--- src/logic/ascl_pkg.sv ---
package ascl_pkg;

	// ==========================================================
	// scheme select codes, bit 3 down to bit 0
	localparam logic [3:0] SCHEME_STD = 4'h2;
	localparam logic [3:0] SCHEME_FAST = 4'hD;

	// ==========================================================
	// timing, printed figures and derived cycle counts
	localparam int CLK_MHZ = 125;
	localparam int POR_FAST_US = 6000;
	localparam int POR_STD_US = 100000;
	localparam int RESTART_US = 80;
	localparam int SCLK_TARGET_MHZ = 30;
	localparam int INIT_OSC_MHZ = 10;
	localparam int POR_FAST_CYC = POR_FAST_US * CLK_MHZ;
	localparam int POR_STD_CYC = POR_STD_US * CLK_MHZ;
	localparam int RESTART_CYC = RESTART_US * CLK_MHZ;
	localparam int SCLK_HALF = CLK_MHZ / (2 * SCLK_TARGET_MHZ);
	localparam int INIT_DIV = CLK_MHZ / INIT_OSC_MHZ;
	localparam int INIT_CYCLES = 3180;

	// ==========================================================
	// flash link
	localparam logic [7:0] READ_CMD = 8'h03;
	localparam int CMD_BITS = 32;
	localparam int FRAME_LEN = 16;

	// ==========================================================
	// register map, byte offsets
	localparam logic [7:0] REG_CTRL = 8'h00;
	localparam logic [7:0] REG_IMAGE_BYTES = 8'h04;
	localparam logic [7:0] REG_UPDATE_ADDR = 8'h08;
	localparam logic [7:0] REG_STATUS = 8'h0C;
	localparam logic [7:0] REG_RAW_COUNT = 8'h10;
	localparam int CTRL_AUTO_RESTART = 0;
	localparam int CTRL_REMOTE_EN = 1;
	localparam int CTRL_COMPRESS_EN = 2;
	localparam int STAT_FAST = 4;
	localparam int STAT_ERROR = 8;
	localparam int STAT_USER = 9;
	localparam int STAT_ERRCNT = 16;
	localparam logic CTRL_AUTO_RESTART_RST = 1'b1;
	localparam logic CTRL_REMOTE_EN_RST = 1'b0;
	localparam logic CTRL_COMPRESS_EN_RST = 1'b0;
	localparam logic [23:0] IMAGE_BYTES_RST = 24'h00_0400;
	localparam logic [23:0] UPDATE_ADDR_RST = 24'h00_0000;

	typedef enum logic [2:0] {
		ST_POR,
		ST_RESET,
		ST_LOAD,
		ST_WAIT_DONE,
		ST_INIT,
		ST_USER,
		ST_ERROR
	} ascl_state_e;

	typedef struct packed {
		logic program_n;
		logic status_n;
		logic done;
		logic data;
		logic [3:0] scheme;
	} ascl_pins_s;

endpackage

--- src/logic/ascl_link_if.sv ---
`timescale 1ns/10ps
interface ascl_link_if;
	logic run;
	logic [23:0] addr;
	logic data_s;
	logic sclk;
	logic sel_n;
	logic cmd;
	logic [7:0] rx_byte;
	logic rx_valid;

	modport ctrl (output run, output addr, output data_s,
		input sclk, input sel_n, input cmd, input rx_byte, input rx_valid);
	modport eng (input run, input addr, input data_s,
		output sclk, output sel_n, output cmd, output rx_byte, output rx_valid);
endinterface

--- src/logic/ascl_flash_reader.sv ---
`timescale 1ns/10ps
module ascl_flash_reader import ascl_pkg::*; (
	// clock and reset
	input wire logic clock,
	input wire logic rst_sync_n,
	// link engine side
	ascl_link_if.eng lk
);

	typedef struct packed {
		logic running;
		logic sclk;
		logic sel_n;
		logic cmd;
		logic [1:0] half;
		logic [31:0] sh;
		logic [5:0] rises;
		logic [7:0] rx;
		logic [2:0] rxn;
		logic [7:0] rx_out;
		logic rx_valid;
	} ascl_rd_s;

	ascl_rd_s r_reg;
	ascl_rd_s r_next;

	// ==========================================================
	// serial clock, command shifter and receiver
	always_comb begin
		r_next = r_reg;
		r_next.rx_valid = 1'b0;
		if (!lk.run) begin
			// select high and clock parked low in every stage other than load
			r_next.running = 1'b0;
			r_next.sel_n = 1'b1;
			r_next.sclk = 1'b0;
			r_next.cmd = 1'b0;
		end else if (!r_reg.running) begin
			r_next.running = 1'b1;
			r_next.sel_n = 1'b0;
			r_next.sh = {READ_CMD, lk.addr};
			r_next.cmd = READ_CMD[7];
			r_next.half = 2'h0;
			r_next.rises = 6'h00;
			r_next.rxn = 3'h0;
		end else if (r_reg.half == 2'(SCLK_HALF - 1)) begin
			r_next.half = 2'h0;
			r_next.sclk = ~r_reg.sclk;
			if (!r_reg.sclk) begin
				if (r_reg.rises != 6'(CMD_BITS + 1)) begin
					r_next.rises = r_reg.rises + 6'h01;
				end
			end else begin
				// command bits change only on the falling edge
				if (r_reg.rises < 6'(CMD_BITS)) begin
					r_next.sh = {r_reg.sh[30:0], 1'b0};
					r_next.cmd = r_reg.sh[30];
				end
				// first fall after the address is the flash's launch edge
				if (r_reg.rises == 6'(CMD_BITS + 1)) begin
					r_next.rx = {r_reg.rx[6:0], lk.data_s};
					r_next.rxn = r_reg.rxn + 3'h1;
					if (r_reg.rxn == 3'h7) begin
						r_next.rx_out = {r_reg.rx[6:0], lk.data_s};
						r_next.rx_valid = 1'b1;
					end
				end
			end
		end else begin
			r_next.half = r_reg.half + 2'h1;
		end
	end

	always_ff @(posedge clock or negedge rst_sync_n) begin
		if (!rst_sync_n) begin
			r_reg <= '{sel_n: 1'b1, default: '0};
		end else begin
			r_reg <= r_next;
		end
	end

	assign lk.sclk = r_reg.sclk;
	assign lk.sel_n = r_reg.sel_n;
	assign lk.cmd = r_reg.cmd;
	assign lk.rx_byte = r_reg.rx_out;
	assign lk.rx_valid = r_reg.rx_valid;

endmodule

--- src/logic/ascl_loader.sv ---
// Implementation choices: the address map and the AHB-Lite interface to the registers.
`timescale 1ns/10ps
// What this block does
// - scheme select 0010 picks self-driven serial load with standard reset delay.
// - scheme select 1101 picks self-driven serial load with fast reset delay.
// - fast power-on reset delay lies between 3 ms and 9 ms.
// - standard power-on reset delay lies between 50 ms and 200 ms.
// - during power-on reset, hold status and done low, user pins tri-stated.
// - after power-on reset keep user pins tri-stated with weak pull-ups on.
// - stages run in order: reset, load, initialization.
// - stay in reset while program request or status line reads low.
// - after power-on reset release status, then enter loading.
// - device makes the serial clock itself; it paces every transfer.
// - serial clock between 20 and 40 MHz, near 30 MHz typical.
// - device changes select and command on falling serial clock edges.
// - device samples incoming data on falling serial clock edges.
// - link is clock, command out, data in and active-low select.
// - device controls the flash with commands on its command output.
// - dual-purpose pins act as select and command, then become ordinary I/O.
// - read stream, decompress if compressed, write configuration cells.
// - both scheme settings accept compressed streams.
// - both settings support remote update, enabled or disabled by option.
// - configuration starts by driving select low, then command and address.
// - after last bit release done; initialize only once done reads high.
// - after done goes high count 3,180 init clocks, then user mode.
// - frame error drives status low; auto-restart pulses select, releases, retries.
module ascl_loader import ascl_pkg::*; #(
	parameter int POR_FAST_CYCLES = POR_FAST_CYC,
	parameter int POR_STD_CYCLES = POR_STD_CYC,
	parameter int RESTART_CYCLES = RESTART_CYC
) (
	// clock and reset
	input wire logic clock,
	input wire logic rst_n,
	// ahb-lite slave
	input wire logic hsel,
	input wire logic [31:0] haddr,
	input wire logic [1:0] htrans,
	input wire logic hwrite,
	input wire logic [2:0] hsize,
	input wire logic [31:0] hwdata,
	input wire logic hready,
	output logic hreadyout,
	output logic [31:0] hrdata,
	output logic hresp,
	// configuration pins
	input wire logic [3:0] scheme_select,
	input wire logic program_n,
	input wire logic status_n_in,
	output logic status_n_out,
	output logic status_n_oe,
	input wire logic done_in,
	output logic done_out,
	output logic done_oe,
	// flash link
	output logic link_sclk,
	output logic select_out_n,
	output logic select_out_oe,
	output logic command_out,
	output logic command_out_oe,
	input wire logic flash_data_in,
	// configuration cell write port
	output logic cfg_wr_valid,
	output logic [7:0] cfg_wr_data,
	// user pin control
	output logic user_io_tristate,
	output logic weak_pullup_en,
	output logic user_mode
);

	typedef struct packed {
		ascl_pins_s s1;
		ascl_pins_s s2;
		ascl_state_e st;
		logic [23:0] cnt;
		logic [3:0] tick;
		logic fast_sel;
		logic auto_restart;
		logic remote_en;
		logic comp_en;
		logic [23:0] image_bytes;
		logic [23:0] update_addr;
		logic [23:0] raw_cnt;
		logic [4:0] fr_cnt;
		logic [7:0] csum;
		logic esc;
		logic [3:0] run_left;
		logic err_flag;
		logic [7:0] err_cnt;
		logic [7:0] out_data;
		logic out_valid;
		logic a_valid;
		logic a_write;
		logic [7:0] a_addr;
		logic [31:0] rdata;
	} ascl_top_s;

	ascl_top_s r_reg;
	ascl_top_s r_next;
	logic rst_s1_reg;
	logic rst_sync_n;
	ascl_link_if lk ();

	// ==========================================================
	// reset release
	always_ff @(posedge clock or negedge rst_n) begin
		if (!rst_n) begin
			rst_s1_reg <= 1'b0;
			rst_sync_n <= 1'b0;
		end else begin
			rst_s1_reg <= 1'b1;
			rst_sync_n <= rst_s1_reg;
		end
	end

	// ==========================================================
	// flash link engine
	ascl_flash_reader u_reader (
		.clock(clock),
		.rst_sync_n(rst_sync_n),
		.lk(lk)
	);

	assign lk.run = (r_reg.st == ST_LOAD);
	assign lk.addr = r_reg.remote_en ? r_reg.update_addr : 24'h00_0000;
	assign lk.data_s = r_reg.s2.data;

	// ==========================================================
	// next state
	logic scheme_ok;
	logic tick_wrap;
	logic [23:0] por_last;
	logic [23:0] raw_next;
	logic wr;

	always_comb begin
		r_next = r_reg;
		scheme_ok = 1'b0;
		tick_wrap = 1'b0;
		por_last = 24'h00_0000;
		raw_next = 24'h00_0000;
		wr = 1'b0;
		r_next.s1 = {program_n, status_n_in, done_in, flash_data_in, scheme_select};
		r_next.s2 = r_reg.s1;
		r_next.out_valid = 1'b0;

		// init oscillator tick, runs in every state but waiting for done
		tick_wrap = (r_reg.tick == 4'(INIT_DIV - 1));
		r_next.tick = tick_wrap ? 4'h0 : r_reg.tick + 4'h1;

		// register writes land in the data phase
		wr = r_reg.a_valid && r_reg.a_write;
		if (wr) begin
			case (r_reg.a_addr)
				REG_CTRL: begin
					r_next.auto_restart = hwdata[CTRL_AUTO_RESTART];
					r_next.remote_en = hwdata[CTRL_REMOTE_EN];
					r_next.comp_en = hwdata[CTRL_COMPRESS_EN];
				end
				REG_IMAGE_BYTES: begin
					r_next.image_bytes = hwdata[23:0];
				end
				REG_UPDATE_ADDR: begin
					r_next.update_addr = hwdata[23:0];
				end
				REG_STATUS: begin
					if (hwdata[STAT_ERROR]) begin
						r_next.err_flag = 1'b0;
					end
				end
				default: begin
				end
			endcase
		end

		// zero runs of the decompressor, one byte a cycle
		if (r_reg.run_left != 4'h0) begin
			r_next.run_left = r_reg.run_left - 4'h1;
			r_next.out_data = 8'h00;
			r_next.out_valid = 1'b1;
		end

		case (r_reg.st)
			ST_POR: begin
				scheme_ok = (r_reg.s2.scheme == SCHEME_FAST) || (r_reg.s2.scheme == SCHEME_STD);
				r_next.fast_sel = (r_reg.s2.scheme == SCHEME_FAST);
				por_last = r_next.fast_sel ? 24'(POR_FAST_CYCLES - 1) : 24'(POR_STD_CYCLES - 1);
				if (r_reg.cnt < por_last) begin
					r_next.cnt = r_reg.cnt + 24'h00_0001;
				end else if (scheme_ok) begin
					// other scheme codes are not ours: stay parked here
					r_next.st = ST_RESET;
					r_next.cnt = 24'h00_0000;
				end
			end
			ST_RESET: begin
				r_next.raw_cnt = 24'h00_0000;
				r_next.fr_cnt = 5'h00;
				r_next.csum = 8'h00;
				r_next.esc = 1'b0;
				r_next.run_left = 4'h0;
				r_next.cnt = 24'h00_0000;
				if (r_reg.s2.program_n && r_reg.s2.status_n) begin
					r_next.st = ST_LOAD;
				end
			end
			ST_LOAD: begin
				if (lk.rx_valid) begin
					raw_next = r_reg.raw_cnt + 24'h00_0001;
					r_next.raw_cnt = raw_next;
					if (r_reg.fr_cnt == 5'(FRAME_LEN)) begin
						// trailing byte of each frame is the xor of its payload
						r_next.fr_cnt = 5'h00;
						r_next.csum = 8'h00;
						if (lk.rx_byte != r_reg.csum) begin
							r_next.st = ST_ERROR;
							r_next.err_flag = 1'b1;
							r_next.err_cnt = r_reg.err_cnt + 8'h01;
							r_next.cnt = 24'h00_0000;
						end
					end else begin
						r_next.fr_cnt = r_reg.fr_cnt + 5'h01;
						r_next.csum = r_reg.csum ^ lk.rx_byte;
						if (!r_reg.comp_en) begin
							r_next.out_data = lk.rx_byte;
							r_next.out_valid = 1'b1;
						end else if (r_reg.esc) begin
							// escape 00 then n: n zero bytes, n of 0 is a literal 00
							r_next.esc = 1'b0;
							if (lk.rx_byte[3:0] == 4'h0) begin
								r_next.out_data = 8'h00;
								r_next.out_valid = 1'b1;
							end else begin
								r_next.run_left = lk.rx_byte[3:0];
							end
						end else if (lk.rx_byte == 8'h00) begin
							r_next.esc = 1'b1;
						end else begin
							r_next.out_data = lk.rx_byte;
							r_next.out_valid = 1'b1;
						end
					end
					if (raw_next == r_reg.image_bytes && r_next.st == ST_LOAD) begin
						r_next.st = ST_WAIT_DONE;
					end
				end
			end
			ST_WAIT_DONE: begin
				r_next.cnt = 24'h00_0000;
				// divider restarts so the init count spans whole periods
				r_next.tick = 4'h0;
				if (r_reg.s2.done) begin
					r_next.st = ST_INIT;
				end
			end
			ST_INIT: begin
				if (tick_wrap) begin
					r_next.cnt = r_reg.cnt + 24'h00_0001;
					if (r_reg.cnt == 24'(INIT_CYCLES - 1)) begin
						r_next.st = ST_USER;
					end
				end
			end
			ST_USER: begin
				r_next.cnt = 24'h00_0000;
			end
			ST_ERROR: begin
				// link stopped here, so select has risen: that is the pulse
				if (r_reg.auto_restart) begin
					r_next.cnt = r_reg.cnt + 24'h00_0001;
					if (r_reg.cnt == 24'(RESTART_CYCLES - 1)) begin
						r_next.st = ST_RESET;
					end
				end
			end
			default: begin
				r_next.st = ST_POR;
			end
		endcase

		// a program request restarts from any stage past power-on
		if (!r_reg.s2.program_n && r_reg.st != ST_POR) begin
			r_next.st = ST_RESET;
		end

		// address phase capture, zero wait states
		r_next.a_valid = hsel && htrans[1] && hready;
		r_next.a_write = hwrite;
		r_next.a_addr = haddr[7:0];
		r_next.rdata = 32'h0000_0000;
		if (hsel && htrans[1] && hready && !hwrite) begin
			case (haddr[7:0])
				REG_CTRL: begin
					r_next.rdata[CTRL_AUTO_RESTART] = r_next.auto_restart;
					r_next.rdata[CTRL_REMOTE_EN] = r_next.remote_en;
					r_next.rdata[CTRL_COMPRESS_EN] = r_next.comp_en;
				end
				REG_IMAGE_BYTES: begin
					r_next.rdata[23:0] = r_next.image_bytes;
				end
				REG_UPDATE_ADDR: begin
					r_next.rdata[23:0] = r_next.update_addr;
				end
				REG_STATUS: begin
					r_next.rdata[2:0] = r_reg.st;
					r_next.rdata[STAT_FAST] = r_reg.fast_sel;
					r_next.rdata[STAT_ERROR] = r_next.err_flag;
					r_next.rdata[STAT_USER] = (r_reg.st == ST_USER);
					r_next.rdata[STAT_ERRCNT +: 8] = r_next.err_cnt;
				end
				REG_RAW_COUNT: begin
					r_next.rdata[23:0] = r_reg.raw_cnt;
				end
				default: begin
				end
			endcase
		end
	end

	// ==========================================================
	// state register
	always_ff @(posedge clock or negedge rst_sync_n) begin
		if (!rst_sync_n) begin
			r_reg <= '{
				st: ST_POR,
				auto_restart: CTRL_AUTO_RESTART_RST,
				remote_en: CTRL_REMOTE_EN_RST,
				comp_en: CTRL_COMPRESS_EN_RST,
				image_bytes: IMAGE_BYTES_RST,
				update_addr: UPDATE_ADDR_RST,
				default: '0
			};
		end else begin
			r_reg <= r_next;
		end
	end

	// ==========================================================
	// outputs
	assign hreadyout = 1'b1;
	assign hresp = 1'b0;
	assign hrdata = r_reg.rdata;

	// open-drain lines only ever pull low
	assign status_n_out = 1'b0;
	assign done_out = 1'b0;
	assign status_n_oe = (r_reg.st == ST_POR) || (r_reg.st == ST_ERROR) ||
		((r_reg.st == ST_RESET) && !r_reg.s2.program_n);
	assign done_oe = (r_reg.st != ST_WAIT_DONE) && (r_reg.st != ST_INIT) &&
		(r_reg.st != ST_USER);

	// dual-purpose pins drive in every stage except power-on reset and user mode
	assign link_sclk = lk.sclk;
	assign select_out_n = lk.sel_n;
	assign command_out = lk.cmd;
	assign select_out_oe = (r_reg.st != ST_POR) && (r_reg.st != ST_USER);
	assign command_out_oe = (r_reg.st != ST_POR) && (r_reg.st != ST_USER);

	assign cfg_wr_valid = r_reg.out_valid;
	assign cfg_wr_data = r_reg.out_data;

	assign user_io_tristate = (r_reg.st != ST_USER);
	assign weak_pullup_en = (r_reg.st != ST_POR) && (r_reg.st != ST_USER);
	assign user_mode = (r_reg.st == ST_USER);

endmodule

--- config.mk ---
export PLATFORM = sky130hd
export DESIGN_NAME = ascl_loader
export DESIGN_NICKNAME = d
export VERILOG_FILES = /design/src/logic/ascl_pkg.sv /design/src/logic/ascl_link_if.sv /design/src/logic/ascl_flash_reader.sv /design/src/logic/ascl_loader.sv
export SDC_FILE = /design/constraint.sdc
export NUM_CORES = 1
export LEC_CHECK = 0
export BUFFER_PORTS_ARGS = -buffer_cell sky130_fd_sc_hd__buf_2
export CAP_MARGIN = 15
export CORE_UTILIZATION = 59
export DETAILED_ROUTE_END_ITERATION = 16
export GPL_TIMING_DRIVEN = 0
export PLACE_DENSITY = 0.87
export SLEW_MARGIN = 20
export SYNTH_ARGS = -nofsm -noshare
export SYNTH_HDL_FRONTEND = slang
export SYNTH_SLANG_ARGS = --single-unit
--- constraint.sdc ---
create_clock -name clock -period 10.2 [get_ports clock]
set_clock_uncertainty 0.15 [all_clocks]
set_input_delay 2.04 -clock clock [delete_from_list [all_inputs] [get_ports clock]]
set_output_delay 2.04 -clock clock [all_outputs]
set_load 0.1 [all_outputs]
==> flow_summary.yaml <==
layout:
  fin_util_pct: 69.4
  area_growth_syn_to_layout_pct: 14.9
  multi_input_area_sq_mm: 0.00562
  antenna_cells: 0
  final_area_sq_mm: 0.0146
  fillers: 1537
  drive_gt1_share_pct: 20.7
  final_cells: 1682
  layout_commonest_cell: "dfrtp_1"
  final_cell_mix: "253 x dfrtp_1, 126 x nor2_1, 106 x o21ai_0"
  largest_reg_flops: 151
  seqCellArea_sq_mm: 0.00644
  nNetsFinal: 1486
floorplan:
  rows: 53
  die_w_microns: 149
  die_area_sq_mm: 0.0222
  die_y_microns: 149
  core_area_sq_mm: 0.0211
  initial_core_util_pct: 60.4
  io_pins: 137
logic_synthesis:
  ys_seq_area_share_pct: 50.5
  synthArstFlopShare_pct: 100
  synth-edff-count: 0
  synth_area_sq_mm: 0.0127
  synth-seq-cells: 257
  syn_avg_cell_area_sq_um: 10.2
  synthCells: 1254
  yosys_warnings: 0
  yosys_most_used_dff: "dfrtp_1"
  synth_cell_types: 69
grt:
  grt_max_degree: 57
  track_usage_pct: 30.7
  gr-total-overflow: 0
  grt_pass1_wl_microns: 53300
  grt_pass1_vias: 10400
  grt_antenna_before_repair: 0
clock_tree:
  cts_num_sinks: 257
  clk_latency_ps: 530
  cts_setup_buffers: 0
  ctsRootBufferMaster: "clkbuf_16"
  cts-hold-fix-buffers: 0
  clk_pin_slew_ps: 60
  cts_resized: 0
  h-tree-depth: 1
  cts_buffer_depth: 3
  cts_tree: "yes"
  cts_made_buffers: 26
placed_design:
  placed_area_sq_mm: 0.0137
  gp_congestion: 0.963
  placedCellCount: 1634
  io_buffers: 88
  dpl.hpwl_microns: 23600
drt:
  drt_iter0_markers: 1088
  wl_per_cell_microns: 20.0
  drtAntennaViolNets: 0
  drt-total-wl_microns: 33700
  drt_first_pass_iters: 10
  vias: 10700
  via_per_inst: 6.37
  drc: 0
sta:
  slew-limit-headroom_pct: 35.1
  hold_viol_final: 0
  worst_slew_pin_slew_ps: 974
  maxSlewViolCount: 0
  period_share_pct: 49.5
  setup_viol: 0
  timing.fmax_mhz: 198
  rsz0062_at_grt: "no"
  fin_crit_ps: 5040
power:
  p_leak_nw: 6.59
  peakVddDrop_v: 0.000174
  p_per_area_mw_per_mm2: 200
critical_path:
  required_ps: 10470
  timing_worst_setup_path_type: "input port to flip-flop"
  crit_path_end_kind: "flip-flop"
  cp_max_fo: 10
  cp.arrival_ps: 5310
  worstSetupStartpointType: "input port"
run:
  cap_viol_max_count: 0
outcome:
  status: "finished clean"
worst_hold_path:
  hp-class: "flip-flop to async pin"
## logic make-up after synthesis
family          after synthesis  synth area share (%)
simple gates                384                  14.5
compound gates              309                  16.2
flops                       257                  50.5
buf+inv                     145                  5.85
mux                          80                  7.05
xor+xnor                     59                  4.06
fa+ha+maj                    18                  1.76
other cells                   2                0.0589
## path summary, 6_finish.rpt
kind / start / slack, ps / cells past startpoint / endpoint
min in group clock: r_next[189]$_DFF_PN0_ / 200 / 0 / lk.data_s$_DFF_PN0_
min reg2reg: rst_sync_n$_DFF_PN0_ / 120 / 0 / r_reg[51]$_DFF_PN0_
min: rst_sync_n$_DFF_PN0_ / 120 / 0 / r_reg[51]$_DFF_PN0_
max in group asynchronous: rst_sync_n$_DFF_PN0_ / 8590 / 3 / u_reader.lk.sel_n$_DFFE_PN1P_
max: haddr[0] / 5160 / 7 / hrdata[23]$_DFF_PN0_
max reg2reg: r_reg[186]$_DFF_PN0_ / 6460 / 13 / r_reg[174]$_DFFE_PN0P_
## synth_stat cells, types with 4 or more instances
cell type | n | area [sq um]
a21oi_1 | 52 | 260
a222oi_1 | 21 | 210
a22o_1 | 32 | 280
a22oi_1 | 26 | 195
a31oi_1 | 10 | 62.6
and2_1 | 9 | 56.3
and3_1 | 16 | 100
buf_1 | 4 | 15.0
buf_2 | 5 | 25.0
buf_4 | 48 | 360
clkbuf_1 | 57 | 214
dfrtp_1 | 254 | 6360
ha_1 | 17 | 213
inv_1 | 29 | 109
mux2_2 | 78 | 878
nand2_1 | 88 | 330
nand2b_1 | 11 | 68.8
nand3_1 | 44 | 220
nand4_1 | 15 | 93.8
nor2_1 | 126 | 473
nor2b_1 | 6 | 37.5
nor3_1 | 23 | 115
nor4_1 | 16 | 100
o21ai_0 | 106 | 531
o2bb2ai_1 | 4 | 35.0
o31ai_1 | 16 | 120
o41ai_1 | 4 | 35.0
or4_1 | 8 | 60.1
xnor2_1 | 31 | 272
xor2_1 | 28 | 245
## through the flow
step / hold slack (ps) / setup slack (ps) / total power (W) / TNS [ps]
CTS: 135 / 5320 / 0.00292 / 0
finish: 119 / 5160 / 0.00293 / 0
global route: 161 / 5080 / 0.00304 / 0
detailed placement: 133 / 4790 / 0.00188 / 0
floorplan: 181 / 2360 / 0.00170 / 0
global placement: 183 / -256 / 0.00185 / -60090
## power by group
part | internal, W | switching (W)
sequential | 0.00111 | 0.0000625
clock | 0.000639 | 0.000398
combinational | 0.000202 | 0.000515
total | 0.00195 | 0.000975
## critical path, cell delays in order
cell      delay (ps)
buf_2            100
or4_1            580
nor3_1           690
nor3b_2          800
clkbuf_1         670
a222oi_1         150
a21oi_1          280
## cell type report
cell class                      instances  area share [%]
Tap cell                              275            2.35
Inverter                               29           0.743
Clock buffer                           36            5.12
Buffer                                116            4.35
Multi-Input combinational cell        863            38.4
Clock inverter                         12            1.26
Timing Repair Buffer                   94            3.84
Sequential cell                       257            44.0
## routing by layer
| layer | wire length [microns] | track usage, % | vias to the layer above |
|---|---|---|---|
| li1 | - | - | 4736 |
| met1 | 13600 | 41.3 | 5264 |
| met2 | 15700 | 49.5 | 605 |
| met3 | 2850 | 4.28 | 109 |
| met4 | 1550 | 13.7 | 0 |
| met5 | 0 | 0 | - |
(Power assumes the default switching activity.)
